`src/inc/qpc_defines.svh`:
```
/*
 * Offsets, field positions and fixed figures of the
 * quadrature pulse counter.
 * Assumes a 32-bit APB slave with byte addresses and one word per register.
 */
`ifndef QPC_DEFINES_SVH
`define QPC_DEFINES_SVH

`define QPC_AW 8
`define QPC_CNT_W 16
`define QPC_FILT_DEPTH 4

`define QPC_ADDR_CTRL 8'h00
`define QPC_ADDR_STATUS 8'h04
`define QPC_ADDR_COUNT 8'h08
`define QPC_ADDR_MAXC 8'h0C
`define QPC_ADDR_LATCH 8'h10

`define QPC_CTRL_EN 0
`define QPC_CTRL_MODE_LO 1
`define QPC_CTRL_MODE_HI 2
`define QPC_CTRL_FEN 3

`define QPC_ST_WRAP 0
`define QPC_ST_DCHG 1
`define QPC_ST_DIR 2

`define QPC_MODE_X2_BIT 0
`define QPC_MODE_CMP_BIT 1

`define QPC_FREE_LIMIT 16'hFFFF
`define QPC_CNT_ZERO 16'h0000

`endif

```
`src/inc/qpc_pkg.sv`:
```
/*
 * Types of the quadrature pulse counter: count modes and module state.
 * Assumes qpc_defines.svh is on the include path.
 */
`include "qpc_defines.svh"

package qpc_pkg;

  typedef enum logic [1:0] {
    QPC_X4_FREE = 2'h0,
    QPC_X2_FREE = 2'h1,
    QPC_X4_CMP = 2'h2,
    QPC_X2_CMP = 2'h3
  } qpc_mode_t;

  typedef struct packed {
    logic [`QPC_FILT_DEPTH-1:0] hist;
    logic level;
  } qpc_filt_t;

  typedef struct packed {
    logic [`QPC_CNT_W-1:0] cnt;
    logic [`QPC_CNT_W-1:0] maxc;
    logic [`QPC_CNT_W-1:0] latch_buf;
    logic en;
    qpc_mode_t mode;
    logic fen;
    logic dir;
    logic wrap_f;
    logic dchg_f;
    logic a_q;
    logic b_q;
    logic pready;
    logic pslverr;
    logic [31:0] prdata;
  } qpc_state_t;

endpackage

```
`src/rtl/qpc_filter.sv`:
```
/*
 * Noise filter for one encoder phase: a new level is passed on only after
 * four identical samples in a row; when disabled the raw level passes after
 * one flop.
 * Assumes the raw input is synchronous to the system clock.
 */
`timescale 1ns/1ps
`include "qpc_defines.svh"

module qpc_filter
  import qpc_pkg::*;
(
  input wire logic clk_i,
  input wire logic rst_i,
  input wire logic raw_i,
  input wire logic fen_i,
  output logic level_o
);

  qpc_filt_t st_r;
  qpc_filt_t st_nxt;

  always_comb begin
    st_nxt = st_r;
    st_nxt.hist = {st_r.hist[`QPC_FILT_DEPTH-2:0], raw_i};
    if (!fen_i) begin
      st_nxt.level = raw_i;
    end else if (&st_nxt.hist) begin
      st_nxt.level = 1'b1;
    end else if (~|st_nxt.hist) begin
      st_nxt.level = 1'b0;
    end
  end

  always_ff @(posedge clk_i or posedge rst_i) begin
    if (rst_i) begin
      st_r <= '0;
    end else begin
      st_r <= st_nxt;
    end
  end

  assign level_o = st_r.level;
endmodule // qpc_filter

```
`src/rtl/qpc_top.sv`:
```
/*
 * Quadrature encoder decoder with 16-bit up/down pulse counter, compare
 * limit, wrap and direction-change flags, and an APB register slave.
 * Assumes encoder inputs synchronous to SYS_CLK_I (20 MHz) and a
 * zero-wait APB master.
 */
`timescale 1ns/1ps
`include "qpc_defines.svh"

// Overview of operation
// - free mode counts per direction; wrap flag on overflow or underflow
// - compare mode up: limit to zero sets wrap flag on active edge
// - compare mode down: zero to limit sets wrap flag on active edge
// - x2: count one per A edge; B edges only steer direction
// - x4: count one per edge of either phase
// - A leading gives direction 1 and increments; lagging gives 0, decrements
// - direction from current edge against other phase's previous edge
// - mode codes 00 and 10 select x4
// - mode codes 01 and 11 select x2, A edges only clock counter
// - free up: 65535 then next forward edge gives zero and wrap flag
// - wrap flag set by hardware only, cleared by software
// - turning to down count clears direction and sets direction-change flag
// - down from zero reloads 65535 free, or limit in compare mode
// - x2 only A edges set wrap; x4 either phase
// - counter unchanged on mode change or while disabled
// - enabled filter needs 4 identical samples for an edge
// - capture pin zero is phase A, capture pin one phase B
// - count readable through a 16-bit latched buffer
module qpc_top
  import qpc_pkg::*;
(
  input wire logic SYS_CLK_I,
  input wire logic SYS_RST_I,
  input wire logic CAPTURE_PIN_ZERO_I,
  input wire logic CAPTURE_PIN_ONE_I,
  input wire logic PSEL_I,
  input wire logic PENABLE_I,
  input wire logic PWRITE_I,
  input wire logic [`QPC_AW-1:0] PADDR_I,
  input wire logic [31:0] PWDATA_I,
  output logic [31:0] PRDATA_O,
  output logic PREADY_O,
  output logic PSLVERR_O,
  output logic DIR_O,
  output logic WRAP_FLAG_O,
  output logic DIR_CHANGE_FLAG_O
);

  qpc_state_t st_r;
  qpc_state_t st_nxt;
  logic filtered_phase_a;
  logic filtered_phase_b;
  logic edge_a;
  logic edge_b;
  logic active_edge;
  logic count_up;
  logic cmp_mode;
  logic x2_mode;
  logic [`QPC_CNT_W-1:0] limit;
  logic acc_wr;
  logic cnt_wr;
  logic status_wr;
  logic wrap_evt;

  qpc_filter u_filt_a (
    .clk_i(SYS_CLK_I),
    .rst_i(SYS_RST_I),
    .raw_i(CAPTURE_PIN_ZERO_I),
    .fen_i(st_r.fen),
    .level_o(filtered_phase_a)
  );

  qpc_filter u_filt_b (
    .clk_i(SYS_CLK_I),
    .rst_i(SYS_RST_I),
    .raw_i(CAPTURE_PIN_ONE_I),
    .fen_i(st_r.fen),
    .level_o(filtered_phase_b)
  );

  function automatic logic addr_ok(input logic [`QPC_AW-1:0] a);
    addr_ok = (a == `QPC_ADDR_CTRL) || (a == `QPC_ADDR_STATUS) ||
              (a == `QPC_ADDR_COUNT) || (a == `QPC_ADDR_MAXC) ||
              (a == `QPC_ADDR_LATCH);
  endfunction

  function automatic logic [31:0] rd_mux(input qpc_state_t s, input logic [`QPC_AW-1:0] a);
    rd_mux = '0;
    case (a)
      `QPC_ADDR_CTRL: begin
        rd_mux[`QPC_CTRL_EN] = s.en;
        rd_mux[`QPC_CTRL_MODE_HI:`QPC_CTRL_MODE_LO] = s.mode;
        rd_mux[`QPC_CTRL_FEN] = s.fen;
      end
      `QPC_ADDR_STATUS: begin
        rd_mux[`QPC_ST_WRAP] = s.wrap_f;
        rd_mux[`QPC_ST_DCHG] = s.dchg_f;
        rd_mux[`QPC_ST_DIR] = s.dir;
      end
      `QPC_ADDR_COUNT: rd_mux[`QPC_CNT_W-1:0] = s.cnt;
      `QPC_ADDR_MAXC: rd_mux[`QPC_CNT_W-1:0] = s.maxc;
      `QPC_ADDR_LATCH: rd_mux[`QPC_CNT_W-1:0] = s.latch_buf;
      default: rd_mux = '0;
    endcase
  endfunction

  // edges are seen against the previous filtered level
  assign edge_a = filtered_phase_a ^ st_r.a_q;
  assign edge_b = filtered_phase_b ^ st_r.b_q;
  assign cmp_mode = st_r.mode[`QPC_MODE_CMP_BIT];
  assign x2_mode = st_r.mode[`QPC_MODE_X2_BIT];
  assign limit = cmp_mode ? st_r.maxc : `QPC_FREE_LIMIT;
  // A edge: up when new A differs from B; B edge: up when new B equals A
  assign count_up = edge_a ? (filtered_phase_a ^ filtered_phase_b)
                           : (filtered_phase_a ~^ filtered_phase_b);
  // simultaneous edges break the encoder spacing; the A edge then decides
  assign active_edge = st_r.en && (edge_a || (!x2_mode && edge_b));
  assign acc_wr = PSEL_I && PENABLE_I && st_r.pready && PWRITE_I;
  assign cnt_wr = acc_wr && (PADDR_I == `QPC_ADDR_COUNT);
  assign status_wr = acc_wr && (PADDR_I == `QPC_ADDR_STATUS);
  // a wrap is due on this edge; only the checks below read it
  assign wrap_evt = active_edge && !cnt_wr &&
                    (count_up ? (st_r.cnt == limit) : (st_r.cnt == `QPC_CNT_ZERO));

  always_comb begin
    st_nxt = st_r;
    st_nxt.a_q = filtered_phase_a;
    st_nxt.b_q = filtered_phase_b;
    st_nxt.latch_buf = st_r.cnt;
    // bus: reply prepared in setup, access phase completes in one cycle
    st_nxt.pready = PSEL_I && !PENABLE_I;
    st_nxt.pslverr = PSEL_I && !PENABLE_I && !addr_ok(PADDR_I);
    st_nxt.prdata = (PSEL_I && !PENABLE_I && !PWRITE_I) ? rd_mux(st_r, PADDR_I) : '0;
    // software side first so that hardware sets below win
    if (acc_wr) begin
      case (PADDR_I)
        `QPC_ADDR_CTRL: begin
          st_nxt.en = PWDATA_I[`QPC_CTRL_EN];
          st_nxt.mode = qpc_mode_t'(PWDATA_I[`QPC_CTRL_MODE_HI:`QPC_CTRL_MODE_LO]);
          st_nxt.fen = PWDATA_I[`QPC_CTRL_FEN];
        end
        `QPC_ADDR_STATUS: begin
          if (PWDATA_I[`QPC_ST_WRAP]) begin
            st_nxt.wrap_f = 1'b0;
          end
          if (PWDATA_I[`QPC_ST_DCHG]) begin
            st_nxt.dchg_f = 1'b0;
          end
        end
        `QPC_ADDR_COUNT: st_nxt.cnt = PWDATA_I[`QPC_CNT_W-1:0];
        `QPC_ADDR_MAXC: st_nxt.maxc = PWDATA_I[`QPC_CNT_W-1:0];
        default: st_nxt.en = st_r.en;
      endcase
    end
    if (st_r.en && (edge_a || edge_b)) begin
      st_nxt.dir = count_up;
      if (st_r.dir && !count_up) begin
        st_nxt.dchg_f = 1'b1;
      end
    end
    // a software count write in the same cycle overrides the edge
    if (active_edge && !cnt_wr) begin
      if (count_up) begin
        if (st_r.cnt == limit) begin
          st_nxt.cnt = `QPC_CNT_ZERO;
          st_nxt.wrap_f = 1'b1;
        end else begin
          st_nxt.cnt = st_r.cnt + 1'b1;
        end
      end else begin
        if (st_r.cnt == `QPC_CNT_ZERO) begin
          st_nxt.cnt = limit;
          st_nxt.wrap_f = 1'b1;
        end else begin
          st_nxt.cnt = st_r.cnt - 1'b1;
        end
      end
    end
  end

  // counter only moves on active edges or count writes, so disable or mode change keep it
  always_ff @(posedge SYS_CLK_I or posedge SYS_RST_I) begin
    if (SYS_RST_I) begin
      st_r <= '0;
    end else begin
      st_r <= st_nxt;
    end
  end

  assign PRDATA_O = st_r.prdata;
  assign PREADY_O = st_r.pready;
  assign PSLVERR_O = st_r.pslverr;
  assign DIR_O = st_r.dir;
  assign WRAP_FLAG_O = st_r.wrap_f;
  assign DIR_CHANGE_FLAG_O = st_r.dchg_f;
endmodule // qpc_top

```
`config.mk`:
```
export PLATFORM = sky130hd
export DESIGN_NAME = qpc_top
export DESIGN_NICKNAME = d
export VERILOG_FILES = /design/src/inc/qpc_pkg.sv /design/src/rtl/qpc_filter.sv /design/src/rtl/qpc_top.sv
export VERILOG_INCLUDE_DIRS = /design/src /design/src/inc
export SDC_FILE = /design/constraint.sdc
export NUM_CORES = 1
export LEC_CHECK = 0
export BUFFER_PORTS_ARGS = -buffer_cell sky130_fd_sc_hd__buf_4
export CAP_MARGIN = 20
export CORE_AREA = 5 5 97 121
export CTS_CLUSTER_SIZE = 24
export DETAILED_ROUTE_END_ITERATION = 10
export DIE_AREA = 0 0 102 126
export PLACE_DENSITY = 0.76
export SLEW_MARGIN = 20
export SYNTH_ARGS = -nofsm -noshare
export SYNTH_HDL_FRONTEND = slang
export SYNTH_SLANG_ARGS = --single-unit
export TNS_END_PERCENT = 30
```
`constraint.sdc`:
```
create_clock -name SYS_CLK_I -period 7.1 [get_ports SYS_CLK_I]
set_input_delay 0.71 -clock SYS_CLK_I [delete_from_list [all_inputs] [get_ports SYS_CLK_I]]
set_output_delay 0.71 -clock SYS_CLK_I [all_outputs]
set_load 0.05 [all_outputs]
```
### Word level (Yosys, flattened, before mapping)

Index checks and enable logic that the tools add are counted.

* $add $sub $neg: 2
* multiplexer cells: 29
* equality and inequality tests: 7
* bitwise operators: 4
* reduce and logical (&&, ||, !) cells: 35

Operator list (count)
* 16-bit 2-to-1 mux: 8
* 12-bit case mux with 3 select lines: 1
* 32-bit 2-to-1 mux: 1
* 16-bit by 1-bit adder with 16-bit output, second input constant: 1
* 16-bit equality test: 1
* 8-bit by 4-bit equality test with 1-bit output, second input constant: 2
* 16-bit zero test: 1
* 16-bit by 1-bit subtractor with 16-bit output, second input constant: 1
* 1-bit 2-to-1 mux: 15
* 3-bit case mux with 5 select lines: 1
* 1-bit logical AND: 12
* 8-bit by 3-bit equality test with 1-bit output, second input constant: 1
* 8-bit by 5-bit equality test with 1-bit output, second input constant: 1
* 8-bit zero test: 1
* 4-bit AND reduction: 2
* 4-bit OR reduction: 2
* 1-bit zero test: 6
* 1-bit logical OR: 6
* 3-bit by 2-bit inequality test with 1-bit output, second input constant: 2
* 2-bit AND reduction: 3
* 2-bit 2-to-1 mux: 2
* 1-bit case mux with 4 select lines: 1
* 2-bit nonzero test: 2
* 1-bit XOR: 3
* 1-bit bitwise XNOR: 1

* logic and storage cells: 95
* register bits: 83
* input port bits: 47

### Longest topological paths before layout

* word-level depth: 8
* mapped depth: 10

### Cells and area by module

Synthesis repeated with hierarchy kept, for this count alone.

* cell total of the unflattened synthesis: 513
* area total of the unflattened synthesis: 4999.8 um^2

Modules (own cells, without submodules)
* qpc_top: instances 1, area an instance 4734.5 um^2, cells each 493
* qpc_filter: instances 2, area an instance 132.6 um^2, cells each 10

### Least setup slack after synthesis

OpenSTA, ideal clock, no wires.

* path type: input port to flip-flop
* start point: input PADDR_I[5]
* end point: register st_r[59] (netlist name)
* setup slack: 4676 ps
* required time: 6973 ps
* path buffers: 2
* stages on the path: 8
* library setup time: 127 ps
* data arrival time: 2297 ps
* path through: nor4_4 > nand2_1 > nor2_2 > and3_1 > and2_1 > buf_4 > buf_6 > mux2_1

* longest elaborated chain between the ends: 2

Ends and longest elaborated chain
* start: declaration: RTL line qpc_top.sv:39 `` input wire logic [`QPC_AW-1:0] PADDR_I, ``
* 8-bit by 4-bit equality test with 1-bit output: RTL line qpc_top.sv:136 `case (PADDR_I)`
* 2-bit AND reduction (no source line)
* end signal: assignment: RTL line qpc_top.sv:186 `st_r <= st_nxt;`
* end: declaration: RTL line qpc_top.sv:49 `qpc_state_t st_r;`

No other way between the ends.
A chain may end at the register's enable or synchronous reset.

### Final worst setup path

* start point: input PADDR_I[5]
* end point: register st_r[73] (netlist name)

The elaborated chain is that of the path after synthesis.

==> qor.log <==
qor: clock_network.cts_resized 0
qor: clock_network.clk_pin_slew 0.07 ns
qor: synth.synthFlopType dfrtp_1
qor: power.power.leakage 0.002307 uW
qor: grt.grt_start_max_net_pins 84
qor: detailed_routing.wirelength 14,080 um
qor: worst_setup_path.critPathArrivalTime 3.58 ns
qor: detailed_routing.antenna_left 0
qor: synth.synth_area_leaders dfrtp_1, buf_4, mux2_1
qor: worst_setup_path.worst_ep_required_time 7.32 ns
qor: die.initial_utilization 48.43%
qor: die.die-width 102 um
qor: detailed_routing.post_drt_via_cell_ratio 6.380
qor: place.port_buffers 51
qor: worst_setup_path.worst-path-max-fanout 16
qor: die.boundaryPins 84
qor: synth.yosys.area.top_type dfrtp_1
qor: clock_network.cts_setup_buffers 0
qor: clock_network.cts_tree done
qor: sta.timing.slew.headroom 32.10%
qor: final_layout.mostFrequentLayoutCells dfrtp_1, buf_4, nand2_1, nor2_1, xnor2_1
qor: worst_setup_path.crit_path_end_kind flip-flop
qor: worst_setup_path.critical_path_start_end_classification in2reg
qor: sta.period_share 47.22%
qor: grt.first_pass_grt_wire_length 22,530 um
qor: run_status.outcome completed
qor: detailed_routing.detail_route.iter0.violations 391
qor: sta.maxSlewViolCount 0
qor: synth.fraction_of_synthesis_flops_using_an_asynchronous_set_or_reset_pin 100.0%
qor: die.std_cell_rows 42
qor: clock_network.cts_sinks 83
qor: clock_network.numCtsBuffers 9
qor: synth.synth_top_cell_area_share 41.01%
qor: final_layout.final_net_count 568
qor: clock_network.cts-hold-fix-buffers 0
qor: detailed_routing.routedWlPerCell 21.50 um
qor: final_layout.drive_above_1_share 17.40%
qor: worst_setup_path.worst_path_largest_cell_delay 0.87 ns
qor: sta.finalSetupViolations 0
qor: worst_setup_path.worst_path_max_delay_cell and2_1
qor: clock_network.cts_max_path_buffers 2
qor: sta.final.hold.worst_slack 0.3827 ns
qor: synth.yosysWarningCount 0
qor: synth.synth_enable_flop_cells 0
qor: synth.post_synth_inst_count 508
qor: clock_network.worst_skew_pair.late_latency 0.35 ns
qor: grt.vias_in_the_first_global_route 4,166
qor: worst_setup_path.timing.critical_path.cells buf_4 -> nor4_4 -> nand2_1 -> nor2_2 -> and3_1 -> and2_1 -> mux2_2
qor: clock_network.root_buffer clkbuf_16
qor: worst_setup_path.crit_path_start_kind input port
qor: sta.worst_slew_pin_slew 1.015 ns
qor: synth.ys_seq_elements 83
qor: grt.grt_use_total 22.44%
qor: grt.grt_antenna_before_repair 0
qor: die.die_height 126 um
qor: sta.fmax 298.3 MHz
qor: final_layout.final_common_cell dfrtp_1
qor: detailed_routing.detail_route.first_pass.iterations 5
qor: job.cap_violations 0
qor: die.die_area 0.01285 mm2
qor: sta.finalHoldViolations 0
qor: detailed_routing.route.detailed.drc 0
qor: sta.post-route-min-period 3.353 ns
qor: synth.synth_cell_type_count 71
qor: final_layout.insertedDiodeCount 0
qor: place.dpl_hpwl 9603 um
qor: place.routabilityCongestion 0.9195
qor: synth.synth.cell_area 0.005065 mm2
qor: power.pwr_density_cell 199.5 mW/mm2
qor: synth.synthesized_area_per_cell 9.970 um2
qor: clock_network.cts-htree-levels 3
qor: sta.skew 0.008658 ns
qor: hold_path.worst_hold_path_type reg2reg
qor: detailed_routing.detailroute.via_count 4,179
qor: die.core-area 0.01046 mm2
qor: sta.fin_tns_setup 0 ns
qor: power.power.ir.vdd_worst 0.0001400 V
qor: final_layout.flow.area_growth_from_synthesis 9.807%
qor: grt.global_route.overflow_total 0
qor: synth.synth-seq-area-share 41.01%
qor: sta.rsz0062_at_grt false
==> layout make-up <==
type                       count  area (um2)
clock buffer                  11       242.7
clock inverter                 5       60.06
fill                         960        4896
inverter                      10       38.79
multi-input combinational    360        2569
sequential                    83        2077
tap                          132       165.2
timing repair buffer          54       409.1
==> registers in the layout (all words and copies together), names as in the netlist, 3 cells and up <==
register	count
u_filt_a.st_nxt	3
st_nxt	16
u_filt_b.st_nxt	3
st_r	37
PRDATA_O	16
==> cell usage after synthesis, types with 4 or more instances <==
| library cell | instances |
|---|---|
| a21oi_1 | 11 |
| a222oi_1 | 14 |
| a22oi_1 | 9 |
| and2_1 | 5 |
| and3_1 | 6 |
| and4_1 | 7 |
| buf_2 | 13 |
| buf_4 | 36 |
| clkbuf_1 | 16 |
| dfrtp_1 | 83 |
| inv_1 | 9 |
| mux2_1 | 14 |
| mux2_2 | 7 |
| mux2i_1 | 4 |
| nand2_1 | 34 |
| nand3_1 | 12 |
| nand4_1 | 8 |
| nand4b_1 | 4 |
| nor2_1 | 31 |
| nor3_1 | 14 |
| nor3b_1 | 10 |
| nor4_1 | 8 |
| o211ai_1 | 10 |
| o21ai_0 | 9 |
| o22ai_1 | 9 |
| o311a_1 | 4 |
| o31ai_1 | 4 |
| or3_1 | 8 |
| xnor2_1 | 18 |
| xor2_1 | 15 |
==> logic make-up after synthesis <==
family | synth area share, %
simple gates | 19.47
compound gates | 16.82
mux | 6.793
other cells | 0.07404
buf+inv | 9.387
xor+xnor | 5.707
flops | 41.01
fa+ha+maj | 0.7412
==> path summary, 6_finish.rpt <==
kind / startpoint / endpoint / slack, ns / cells after the start
setup / recovery: PADDR_I[5] / st_r[73] / 3.75 / 7
hold / removal: u_filt_a.st_nxt[2] / u_filt_a.st_nxt[3] / 0.38 / 0
setup reg to reg: cmp_mode / st_nxt[58] / 3.94 / 6
hold reg to reg: u_filt_a.st_nxt[2] / u_filt_a.st_nxt[3] / 0.38 / 0
max in group asynchronous: SYS_RST_I / st_nxt[45] / 5.99 / 3
min in group asynchronous: SYS_RST_I / PSLVERR_O / 0.53 / 3
==> stage by stage <==
step	worst slack, ns	cell area (um2)	util (%)	total power [uW]	instances
4_1_cts	3.720	5558	53.15	1111	655
3_5_place_dp	3.367	5255	50.25	633.7	639
5_1_grt	3.567	5562	53.18	1148	655
6_report	3.747	5562	53.18	1110	655
2_1_floorplan	4.253	5121	-	601.7	523
3_3_place_gp	3.445	5255	50.25	630.6	639
==> critical path, delay by kind of cell <==
family	cells	cell delay, ns
and+or+nand+nor	5	2.33
muxes	1	0.42
buffers and inverters	1	0.12
==> report_power, final <==
| part | internal [uW] | switching, uW |
|---|---|---|
| Sequential | 484 | 23.8 |
| Clock | 284 | 198 |
| Combinational | 44.3 | 74.9 |
| Total | 813 | 297 |
==> per-layer routing <==
metal	share of wire [%]	track usage, %	vias to the layer above
met5	0	0	-
met4	2.7	8.726	0
met3	5.8	4.259	26
met2	50	35.17	160
met1	42	30.62	2119
li1	-	-	1874
(Power assumes the default switching activity.)
